[config.mk]
export PLATFORM = sky130hd
export DESIGN_NAME = imc_monitor_ctrl
export DESIGN_NICKNAME = d
export VERILOG_FILES = /design/src/pkg/imc_pkg.sv /design/src/hw/imc_monitor_ctrl.sv
export SDC_FILE = /design/constraint.sdc
export NUM_CORES = 1
export LEC_CHECK = 0
export ABC_AREA = 1
export BUFFER_PORTS_ARGS = -buffer_cell sky130_fd_sc_hd__buf_2
export CAP_MARGIN = 15
export CORE_MARGIN = 5
export CORE_UTILIZATION = 61
export CTS_CLUSTER_SIZE = 24
export DETAILED_ROUTE_END_ITERATION = 10
export GPL_ROUTABILITY_DRIVEN = 0
export MAX_ROUTING_LAYER = met4
export PLACE_DENSITY = 0.84
export SYNTH_ARGS = -nofsm -noshare
export SYNTH_HDL_FRONTEND = slang
export SYNTH_SLANG_ARGS = --single-unit
[constraint.sdc]
create_clock -name CLK -period 6.8 [get_ports CLK]
set_input_delay 0.34 -clock CLK [delete_from_list [all_inputs] [get_ports CLK]]
set_output_delay 0.34 -clock CLK [all_outputs]
set_load 0.05 [all_outputs]
[src/pkg/imc_pkg.sv]
package imc_pkg;
    // register indices on the link
    localparam logic [15:0] OFS_RES_POS  = 16'h0012;
    localparam logic [15:0] OFS_RES_NEG  = 16'h0013;
    localparam logic [15:0] OFS_STATUS   = 16'h0014;
    localparam logic [15:0] OFS_VOLT_POS = 16'h0015;
    localparam logic [15:0] OFS_VOLT_NEG = 16'h0016;
    localparam logic [15:0] OFS_MODE     = 16'h0100;
    localparam logic [15:0] OFS_ONOFF    = 16'h0102;
    // written values
    localparam logic [15:0] MODE_AUTO_VAL  = 16'h0004;
    localparam logic [15:0] MODE_FIXED_VAL = 16'h0000;
    localparam logic [15:0] MON_ON_VAL     = 16'h0001;
    localparam logic [15:0] MON_OFF_VAL    = 16'h0000;
    // status word layout
    localparam int          ST_RES_VALID = 1;
    localparam int          ST_MON_ON    = 2;
    localparam int          ST_MODE_LSB  = 8;
    localparam logic [2:0]  ST_MODE_AUTO  = 3'h4;
    localparam logic [2:0]  ST_MODE_FIXED = 3'h0;
    // result codes, resistance in kilo-ohm
    localparam logic [15:0] INVALID_CODE = 16'hffff;
    localparam logic [15:0] INF_CODE     = 16'hea60;
    localparam logic [23:0] RES_MAX_KOHM = 24'h002710;
    localparam logic [23:0] RES_MIN_KOHM = 24'h000001;
    // dc window in volts
    localparam logic [15:0] DC_MIN_V = 16'h0064;
    localparam logic [15:0] DC_MAX_V = 16'h03e8;
    // timing
    localparam int CLK_MHZ     = 250;
    localparam int SETTLE_MS   = 1000;
    localparam int MEAS_MAX_MS = 2500;
    localparam int SETTLE_CYC  = SETTLE_MS * 1000 * CLK_MHZ;
    localparam int MEAS_MAX_CYC = MEAS_MAX_MS * 1000 * CLK_MHZ;

    typedef enum logic [1:0] {
        MODE_FIXED = 2'b01,
        MODE_AUTO  = 2'b10
    } imc_mode_t;

    typedef struct packed {
        logic        done;
        logic [23:0] res_pos_kohm;
        logic [23:0] res_neg_kohm;
        logic [15:0] volt_pos;
        logic [15:0] volt_neg;
    } imc_meas_t;

    typedef struct packed {
        logic        wr;
        logic        rd;
        logic [15:0] addr;
        logic [15:0] wdata;
    } imc_req_t;
endpackage : imc_pkg

[src/hw/imc_monitor_ctrl.sv]
module imc_monitor_ctrl
    import imc_pkg::*;
#(
    parameter int SETTLE_CYCLES = imc_pkg::SETTLE_CYC,
    parameter int MEAS_CYCLES   = imc_pkg::MEAS_MAX_CYC
) (
    input  wire logic               CLK,
    input  wire logic               RESET,
    input  wire imc_pkg::imc_req_t  REG_REQ,
    output logic                    REG_ACK,
    output logic                    REG_ERR,
    output logic [15:0]             REG_RDATA,
    input  wire logic [15:0]        DC_VOLT,
    input  wire imc_pkg::imc_meas_t MEAS,
    output logic                    GROUND_SWITCH,
    output logic                    MEAS_RUN,
    output logic                    POS_BRIDGE_LEG_HI,
    output logic                    NEG_BRIDGE_LEG_HI
);
    import imc_pkg::*;

    initial begin
        if (SETTLE_CYCLES < 2 || SETTLE_CYCLES >= (1 << 30) || MEAS_CYCLES < 2 || MEAS_CYCLES >= (1 << 30))
            $error("imc_monitor_ctrl: counts must lie in 2 .. 2**30-1");
    end

    ////////////////////////////////////////////////////////////////////////
    // state
    imc_mode_t   mode_ff;
    logic        mon_on_ff;
    logic        settled_ff;
    logic [29:0] settle_cnt_ff;
    logic [29:0] wd_cnt_ff;
    logic        res_valid_ff;
    logic        volt_valid_ff;
    logic [15:0] res_pos_ff;
    logic [15:0] res_neg_ff;
    logic [15:0] volt_pos_ff;
    logic [15:0] volt_neg_ff;
    logic        phase_ff;
    logic        ack_ff;
    logic        err_ff;
    logic [15:0] rdata_ff;
    logic        run_ff;
    logic        pos_hi_ff;
    logic        neg_hi_ff;

    ////////////////////////////////////////////////////////////////////////
    // decode
    wire is_auto   = (mode_ff == MODE_AUTO);
    wire wr_mode   = REG_REQ.wr && (REG_REQ.addr == OFS_MODE);
    wire wr_onoff  = REG_REQ.wr && (REG_REQ.addr == OFS_ONOFF);
    wire mode_a    = wr_mode && (REG_REQ.wdata == MODE_AUTO_VAL);
    wire mode_f    = wr_mode && (REG_REQ.wdata == MODE_FIXED_VAL);
    wire mon_set   = wr_onoff && (REG_REQ.wdata == MON_ON_VAL);
    wire mon_clr   = wr_onoff && (REG_REQ.wdata == MON_OFF_VAL);
    wire wr_bad    = REG_REQ.wr && !(mode_a || mode_f || mon_set || mon_clr);
    // dc window is judged every cycle whatever the monitoring state
    wire volt_ok   = (DC_VOLT >= DC_MIN_V) && (DC_VOLT <= DC_MAX_V);
    wire res_take  = MEAS.done && mon_on_ff && is_auto;
    wire volt_take = MEAS.done && mon_on_ff && !is_auto;
    wire settle_hit = (settle_cnt_ff == 30'(SETTLE_CYCLES - 1));
    wire wd_hit     = (wd_cnt_ff == 30'(MEAS_CYCLES - 1));

    function automatic logic [15:0] sat_res(input logic [23:0] kohm);
        if (kohm > RES_MAX_KOHM)
            sat_res = INF_CODE;
        else if (kohm < RES_MIN_KOHM)
            sat_res = RES_MIN_KOHM[15:0];
        else
            sat_res = kohm[15:0];
    endfunction : sat_res

    ////////////////////////////////////////////////////////////////////////
    // next values
    // a write that toggles monitoring never touches the mode
    imc_mode_t nxt_mode;
    always_comb begin
        case (mode_ff)
            MODE_AUTO:  nxt_mode = mode_f ? MODE_FIXED : MODE_AUTO;
            MODE_FIXED: nxt_mode = mode_a ? MODE_AUTO : MODE_FIXED;
            default:    nxt_mode = MODE_AUTO;
        endcase
    end

    wire        nxt_mon_on = mon_set ? 1'b1 : (mon_clr ? 1'b0 : mon_on_ff);
    wire        nxt_settled = mon_on_ff && (settled_ff || settle_hit);
    wire [29:0] nxt_settle_cnt = (!mon_on_ff || settled_ff) ? 30'h0 : settle_cnt_ff + 30'h1;
    wire [29:0] nxt_wd_cnt = (!run_ff || MEAS.done || wd_hit) ? 30'h0 : wd_cnt_ff + 30'h1;
    // resistance valid needs a fresh result after settling; a late result drops it
    // an off write or a write to the other mode drops validity at its own edge, so no read sees stale results
    wire nxt_res_valid = mon_on_ff && is_auto && volt_ok && settled_ff && !wd_hit
                         && !mon_clr && !mode_f
                         && (res_take || res_valid_ff);
    wire nxt_volt_valid = mon_on_ff && !mon_clr && !is_auto && !mode_a
                          && (volt_take || volt_valid_ff);
    // automatic legs swap on each finished measurement
    wire nxt_phase = is_auto ? (phase_ff ^ res_take) : 1'b0;
    wire nxt_pos_hi = !is_auto || !phase_ff;
    wire nxt_neg_hi = !is_auto || phase_ff;
    wire nxt_run = mon_on_ff && volt_ok;

    ////////////////////////////////////////////////////////////////////////
    // read mux; result and validity come from the same flops, so they agree
    wire [15:0] rd_res_pos  = res_valid_ff ? res_pos_ff : INVALID_CODE;
    wire [15:0] rd_res_neg  = res_valid_ff ? res_neg_ff : INVALID_CODE;
    wire [15:0] rd_volt_pos = volt_valid_ff ? volt_pos_ff : INVALID_CODE;
    wire [15:0] rd_volt_neg = volt_valid_ff ? volt_neg_ff : INVALID_CODE;
    wire [2:0]  mode_field  = is_auto ? ST_MODE_AUTO : ST_MODE_FIXED;
    wire [15:0] rd_status   = (16'(mode_field) << ST_MODE_LSB)
                              | (16'(mon_on_ff) << ST_MON_ON)
                              | (16'(res_valid_ff) << ST_RES_VALID);
    wire rd_hit = (REG_REQ.addr >= OFS_RES_POS) && (REG_REQ.addr <= OFS_VOLT_NEG);
    wire [15:0] nxt_rdata = (REG_REQ.addr == OFS_RES_POS)  ? rd_res_pos  :
                            (REG_REQ.addr == OFS_RES_NEG)  ? rd_res_neg  :
                            (REG_REQ.addr == OFS_STATUS)   ? rd_status   :
                            (REG_REQ.addr == OFS_VOLT_POS) ? rd_volt_pos :
                            (REG_REQ.addr == OFS_VOLT_NEG) ? rd_volt_neg : 16'h0000;
    wire nxt_err = (REG_REQ.rd && !rd_hit) || wr_bad;

    ////////////////////////////////////////////////////////////////////////
    // flops
    always_ff @(posedge CLK or posedge RESET) begin
        if (RESET) begin
            mode_ff       <= MODE_AUTO;
            mon_on_ff     <= 1'b0;
            settled_ff    <= 1'b0;
            settle_cnt_ff <= 30'h0;
            wd_cnt_ff     <= 30'h0;
            res_valid_ff  <= 1'b0;
            volt_valid_ff <= 1'b0;
            phase_ff      <= 1'b0;
            run_ff        <= 1'b0;
            pos_hi_ff     <= 1'b1;
            neg_hi_ff     <= 1'b0;
        end else begin
            mode_ff       <= nxt_mode;
            mon_on_ff     <= nxt_mon_on;
            settled_ff    <= nxt_settled;
            settle_cnt_ff <= nxt_settle_cnt;
            wd_cnt_ff     <= nxt_wd_cnt;
            res_valid_ff  <= nxt_res_valid;
            volt_valid_ff <= nxt_volt_valid;
            phase_ff      <= nxt_phase;
            run_ff        <= nxt_run;
            pos_hi_ff     <= nxt_pos_hi;
            neg_hi_ff     <= nxt_neg_hi;
        end
    end

    // results keep refreshing while enabled, resistance in automatic mode and voltage in fixed mode
    always_ff @(posedge CLK or posedge RESET) begin
        if (RESET) begin
            res_pos_ff  <= INVALID_CODE;
            res_neg_ff  <= INVALID_CODE;
            volt_pos_ff <= INVALID_CODE;
            volt_neg_ff <= INVALID_CODE;
        end else begin
            if (res_take) begin
                res_pos_ff <= sat_res(MEAS.res_pos_kohm);
                res_neg_ff <= sat_res(MEAS.res_neg_kohm);
            end
            if (volt_take) begin
                volt_pos_ff <= MEAS.volt_pos;
                volt_neg_ff <= MEAS.volt_neg;
            end
        end
    end

    always_ff @(posedge CLK or posedge RESET) begin
        if (RESET) begin
            ack_ff   <= 1'b0;
            err_ff   <= 1'b0;
            rdata_ff <= 16'h0000;
        end else begin
            ack_ff   <= REG_REQ.rd || REG_REQ.wr;
            err_ff   <= nxt_err;
            rdata_ff <= REG_REQ.rd ? nxt_rdata : 16'h0000;
        end
    end

    assign REG_ACK           = ack_ff;
    assign REG_ERR           = err_ff;
    assign REG_RDATA         = rdata_ff;
    assign GROUND_SWITCH     = mon_on_ff;
    assign MEAS_RUN          = run_ff;
    assign POS_BRIDGE_LEG_HI = pos_hi_ff;
    assign NEG_BRIDGE_LEG_HI = neg_hi_ff;
endmodule : imc_monitor_ctrl

==> results of run 1 <==
[cell usage after synthesis (2+ instances only)]
master	number	area share
a21oi_1	45	0.026
a21oi_2	10	0.010
a31oi_1	2	0.0014
and2_1	2	0.0014
buf_2	14	0.0081
buf_4	5	0.0043
buf_6	2	0.0026
clkbuf_1	11	0.0048
clkbuf_2	2	0.0012
dfrtp_1	86	0.25
dfstp_2	66	0.20
ha_1	4	0.0058
inv_1	129	0.056
inv_2	6	0.0026
mux2_2	10	0.013
nand2_1	289	0.13
nand3_1	57	0.033
nand3b_1	7	0.0061
nand4_1	51	0.037
nor2_1	201	0.087
nor2_4	4	0.0052
nor3_1	40	0.023
nor3_2	5	0.0058
nor3b_1	3	0.0026
nor4_1	11	0.0079
o211ai_1	6	0.0052
o21ai_0	43	0.025
or2_2	12	0.0087
xnor2_1	9	0.0091
xor2_1	23	0.023
[placed cells by master (no fill, tap or decap), types with 11 or more instances in the layout]
cell type	instances
a21oi_1	45
buf_2	154
clkbuf_16	19
dfrtp_1	86
dfstp_2	66
inv_1	128
nand2_1	289
nand3_1	57
nand4_1	51
nor2_1	201
nor3_1	40
nor4_1	11
o21ai_0	43
or2_2	12
xor2_1	23
[logic make-up after synthesis]
kind of cell             count (synthesis)
XOR/XNOR                                32
multiplexers                            10
AND/OR/NAND/NOR                        687
buffers and inverters                  171
flip-flops                             152
adder cells (fa/ha/maj)                  4
AO/OA/AOI/OAI                          108
[sequential cells by signal (all words and copies together), names as in the netlist, 2 cells and up]
| signal | count |
|---|---|
| wd_cnt_ff | 30 |
| res_pos_ff | 16 |
| mode_ff | 2 |
| settle_cnt_ff | 30 |
| res_neg_ff | 16 |
| REG_RDATA | 16 |
| volt_pos_ff | 16 |
| volt_neg_ff | 16 |
[cell type report]
class                      count  area share
multi-input combinational    841       0.401
sequential                   152       0.382
timing repair buffer         158      0.0788
tap                          180      0.0222
antenna                        1    0.000246
clock buffer                  22      0.0508
inverter                     136      0.0507
clock inverter                10      0.0134
[metal layers]
layer / global-route usage / vias up
li1: - / 4020
met1: 0.389 / 3828
met5: - / -
met2: 0.427 / 421
met3: 0.0519 / 74
met4: 0.117 / 0
[power by group through the flow]
stage / Combinational, mW / Clock [mW] / Sequential (mW)
after detailed placement: 0.133 / 0 / 0.959
final: 0.134 / 1.03 / 0.944
after CTS: 0.134 / 1.03 / 0.944
after global routing: 0.151 / 1.07 / 0.946
after floorplan: 0.0622 / 0 / 0.965
after global placement: 0.131 / 0 / 0.958
[worst max-delay path by stage]
stage / endpoint / slack [ps] / cells past startpoint
floorplan: GROUND_SWITCH / 2480 / 1
global placement: REG_RDATA[14] / 4310 / 8
finish: REG_RDATA[2] / 4580 / 8
global route: REG_RDATA[10] / 4310 / 8
CTS: REG_RDATA[2] / 4650 / 8
detailed placement: REG_RDATA[0] / 4270 / 8
[through the flow]
stage	cell area (µm²)	std cells
6_report	10200	1500
5_1_grt	10200	1500
4_1_cts	10200	1499
3_5_place_dp	9510	1467
3_3_place_gp	9510	1467
2_1_floorplan	8660	1164
==> reports/qor.csv, run 1 <==
stage,metric,value,unit
timing,total negative slack,0,ps
status,status,"finished, final reports clean",
yosys,Synth Register Bits,152,
clock_network,cts hold-fix bufs,0,
timing,Worst-Margin Slew,834,ps
floorplan,Starting Density,0.624,
yosys,syn nets,1301,
setup_path,Reg-to-Reg End,settle_cnt_ff[6],
setup_path,Crit path required time,7160,ps
yosys,Synth Flop Type,dfrtp_1,
clock_network,buffer count from post-CTS setup fixing,0,
drt,Vias per Instance,5.56,
final_layout,nets,1443,
final_layout,fillcell total,1091,
drt,drc violations,0,
timing,Max Transition Viols Final,0,
drt,via count,8343,
yosys,Mean Syn Cell Area,7.44,µm²
drt,iteration count of the initial detailed-routing pass,6,
setup_path,R2R cell count,4,
timing,RSZ-0062 raised after global routing,no,
grt,Tot GR Track Use,0.286,
yosys,post-synthesis sequential area ratio,0.449,
clock_network,clk root buf,clkbuf_16,
timing,fmax,450,MHz
floorplan,Rows,43,
setup_path,"Cell Chain, Critical Path","buf_2, nor2_1, nand2_1, nor2_4, nand3_1, o21ai_0, inv_1, a21oi_1",
timing,final hold viol count,0,
floorplan,Die Height,129,µm
grt,vias in the first global route,7897,
setup_path,CP Launch Type,input port,
drt,met1 WL,9780,µm
drt,top sig layer,met4,
setup_path,delay of the slowest critical-path stage,680,ps
setup_path,Setup crit start,REG_REQ[28],
job,maxcap violations,0,
clock_network,worst skew pair latency,430,ps
final_layout,layout cells sized above 1,0.234,
yosys,Yosys cell types,39,
pwr,NetSw,0.470,mW
pwr,power density cells,207,mW/mm²
setup_path,"Arr. time, crit path",2580,ps
yosys,number of cells produced by synthesis,1164,
clock_network,CTS tree,built,
timing,Worst slew margin,0.444,
clock_network,clk sink count,152,
yosys,share of flip-flops with an asynchronous set or reset,1.00,
timing,final hold slack,35.9,ps
clock_network,clock-pin slew on the worst setup and hold paths,60,ps
pwr,internal power,1.63,mW
clock_network,clock buffer count from CTS,17,
setup_path,worst r2r src,GROUND_SWITCH,
setup_path,"critical path fanouts, max",32,
drt,DR WL met2,10200,µm
setup_path,FF-to-FF setup slack,4750,ps
timing,period utilisation layout,0.327,
yosys,Mapped Area,0.00866,mm²
grt,grt ovf,0,
final_layout,P&R area growth vs syn,17.3,%
pwr,Seq pwr share,0.449,
clock_network,CTS Buffer Depth,2,
clock_network,CTS resizes,0,
place,Place WS,4270,ps
yosys,Post-Synth XOR/XNOR Area,0.0324,
floorplan,Core ar.,0.0139,mm²
min_path,Worst Hold Class,input port to asynchronous set/reset pin,
pwr,Total Power,2.10,mW
drt,WL per Instance,15.0,µm
yosys,combinational family with the most area after synthesis,simple AND/OR/NAND/NOR gates,
final_layout,multi-input logic area,0.00408,mm²
drt,Routed WL,22600,µm
timing,Clock Skews,5.84,ps
clock_network,CTS H-Tree Depth,4,
setup_path,"Buf+Inv Stages, Crit Path",2,
setup_path,"CP delay by family, top",simple AND/OR/NAND/NOR gates,
pwr,Leak Pwr,4.87,nW
setup_path,kind of end point of the critical path,register,
yosys,Post-synth EDFFs,0,
setup_path,critical setup path kind,input port to register,
grt,largest net degree at the start of global routing,86,
pwr,clock power share,0.488,
drt,1st-iter DRT viols,804,
grt,first-pass GRT wire length,37000,µm
floorplan,IO Count,155,
yosys,Yosys Warn Count,0,
pwr,maximum vdd drop,0.203,mV
pwr,switch share,0.223,
pwr,combinational group share of total power,0.064,
floorplan,DIE WIDTH,129,µm
final_layout,register area,0.00389,mm²
yosys,simple-gate share of the synthesized area,0.351,
drt,met3 wire length,1840,µm
timing,endpoints failing setup,0,
floorplan,die area,0.0167,mm²
timing,minimum clock period,2220,ps
yosys,Synth Area in Adders,0.00578,
place,dpl hpwl,16700,µm
yosys,complex-gate fraction of the synthesized area,0.0690,
final_layout,post-layout util,0.732,
place,Port Buf Inserts,154,
timing,Setup WS post-layout,4580,ps
yosys,share of synthesized area spent on multiplexers,0.0130,
setup_path,slowest CP cell,nand3_1,
drt,DRT antenna net count,0,
grt,initial antenna violation count,1,
(Power assumes the default switching activity.)
==> run 2, diff against run 1 <==
Settings changed: CORE_UTILIZATION 61 to 57, PLACE_DENSITY 0.84 to 0.79.
Clock period 6.8 ns to 2.1 ns, I/O delays scaled along.
==> reports/qor.csv, run 2 (synthesized netlist as in run 1, its figures left out) <==
stage,metric,value,unit,change
status,status,"finished, final reports clean",,
clock_network,CTS H-Tree Depth,4,,unchanged
final_layout,post-route cell area,0.0108,mm²,+6.5%
pwr,clock power share,0.467,,-0.021
floorplan,IO Count,155,,unchanged
clock_network,clock-pin slew on the worst setup and hold paths,60,ps,about the same
clock_network,CTS tree,built,,
grt,grt ovf,0,,unchanged
final_layout,layout cells sized above 1,0.229,,-0.00566
grt,Tot GR Track Use,0.288,,+0.00160
timing,total negative slack,0,ps,unchanged
pwr,internal power,5.21,mW,+220%
clock_network,clk sink count,152,,unchanged
timing,RSZ-0062 raised after global routing,no,,
floorplan,DIE WIDTH,133,µm,+3.2%
drt,WL per Instance,15.8,µm,+4.7%
drt,Routed WL,24900,µm,+10%
min_path,Worst Hold Class,input port to register,,
final_layout,fillcell total,1199,,+9.9%
setup_path,Setup crit start,mode_ff[1],,
timing,Clock Skews,11.4,ps,+5.53 ps
timing,final hold slack,1.59,ps,-34.3 ps
drt,drc violations,0,,unchanged
clock_network,clk root buf,clkbuf_16,,
setup_path,"Arr. time, crit path",2240,ps,-340 ps
final_layout,"commonest non-fill, non-tap cells in the layout","nand2_1, nor2_1, buf_2, inv_1, dfrtp_1",,
timing,fmax,528,MHz,
timing,minimum clock period,1890,ps,
drt,Vias per Instance,5.47,,-1.7%
setup_path,kind of end point of the critical path,register,,
pwr,switch share,0.227,,+0.00408
pwr,Leak Pwr,5.15,nW,+5.7%
place,Port Buf Inserts,154,,unchanged
drt,iteration count of the initial detailed-routing pass,8,,+2
grt,largest net degree at the start of global routing,72,,-16%
floorplan,Rows,45,,+4.7%
place,dpl hpwl,17100,µm,+2.5%
grt,vias in the first global route,8360,,+5.9%
clock_network,CTS Buffer Depth,2,,unchanged
floorplan,Die Height,133,µm,+3.2%
pwr,power density cells,622,mW/mm²,+200%
final_layout,P&R area growth vs syn,25.0,%,
grt,first-pass GRT wire length,40200,µm,+8.6%
setup_path,worst r2r src,mode_ff[1],,
pwr,Seq pwr share,0.454,,+0.005
timing,period utilisation layout,0.901,,
floorplan,Core ar.,0.0150,mm²,+8.3%
pwr,NetSw,1.53,mW,+230%
timing,Worst-Margin Slew,451,ps,-383 ps
final_layout,biggest regs,"settle_cnt_ff x30, wd_cnt_ff x30",,
timing,Max Transition Viols Final,0,,unchanged
place,Placed Area,0.00965,mm²,+1.5%
final_layout,"commonest non-fill, non-tap cell in the layout",nand2_1,,
min_path,hold wc startpoint,DC_VOLT[10],,
clock_network,clock buffer count from CTS,17,,unchanged
setup_path,"critical path fanouts, max",13,,-59%
floorplan,die area,0.0178,mm²,+6.5%
timing,endpoints failing setup,0,,unchanged
final_layout,nets,1515,,+5.0%
pwr,maximum vdd drop,0.603,mV,+200%
pwr,combinational group share of total power,0.080,,+0.016
drt,via count,8648,,+3.7%
floorplan,Starting Density,0.576,,-0.0478
grt,initial antenna violation count,1,,unchanged
drt,1st-iter DRT viols,1052,,+31%
setup_path,critical setup path kind,register to register,,
pwr,Total Power,6.74,mW,+220%
clock_network,buffer count from post-CTS setup fixing,0,,unchanged
final_layout,post-layout util,0.720,,-0.0119
setup_path,CP Launch Type,register,,
job,maxcap violations,0,,unchanged
setup_path,Crit path required time,2450,ps,-4710 ps
drt,DRT antenna net count,0,,unchanged
timing,Worst slew margin,0.699,,+0.255
clock_network,worst skew pair latency,430,ps,about the same
timing,final hold viol count,0,,unchanged
==> run 2: power by group through the flow <==
stage               logic (mW)  registers, mW  clock network (mW)
CTS                      0.525           3.06                3.13
global placement         0.433           3.10                   0
finish                   0.536           3.06                3.14
global route             0.590           3.06                3.30
detailed placement       0.439           3.10                   0
floorplan                0.202           3.13                   0
==> run 2: per-stage QoR <==
step | setup WS (ps) | instances
after floorplan | 132 | 1164
after global placement | 374 | 1489
after detailed placement | 296 | 1489
after CTS | 233 | 1579
after global routing | 11.9 | 1580
final | 207 | 1581
==> run 2: final timing paths <==
kind | to | slack (ps) | cells after the start
setup / recovery | res_neg_ff[12] | 210 | 8
hold reg to reg | POS_BRIDGE_LEG_HI | 400 | 1
setup reg to reg | res_neg_ff[12] | 210 | 8
max in group asynchronous | res_pos_ff[4] | 1120 | 4
hold / removal | MEAS_RUN | 2 | 4
min in group asynchronous | wd_cnt_ff[3] | 240 | 3
==> run 2: routing by layer <==
| metal | vias up | part of all wire | track usage |
|---|---|---|---|
| met5 | - | 0 | - |
| met4 | 0 | 0.034 | 0.111 |
| met3 | 101 | 0.069 | 0.0570 |
| met2 | 436 | 0.48 | 0.464 |
| met1 | 3943 | 0.42 | 0.361 |
| li1 | 4168 | - | - |
==> run 2: area by class of cell <==
cell class | count | area (µm²) | area share
multi-input cells | 841 | 4080 | 0.377
repair buffers | 230 | 1510 | 0.140
flip-flops and latches | 152 | 3890 | 0.359
clock buffers | 25 | 475 | 0.0439
well taps | 188 | 235 | 0.0217
diodes | 2 | 5.00 | 0.000462
clock inverters | 7 | 118 | 0.0109
inverters | 136 | 514 | 0.0475
==> run 2: what timing repair did <==
| action | in CTS | in global routing |
|---|---|---|
| endpoints found under the hold margin | 74 | 0 |
| hold buffers | 58 | 0 |
| gates resized for setup | 0 | 1 |
| setup endpoints to repair | 0 | 1 |
==> run 2: worst max-delay path: stages (launching register included) <==
cell     delay, ps
dfstp_2        530
ha_1           160
inv_1           70
nor2_1         180
buf_4          230
nand2_1        160
inv_1          150
nand2_1        140
o21ai_0        190
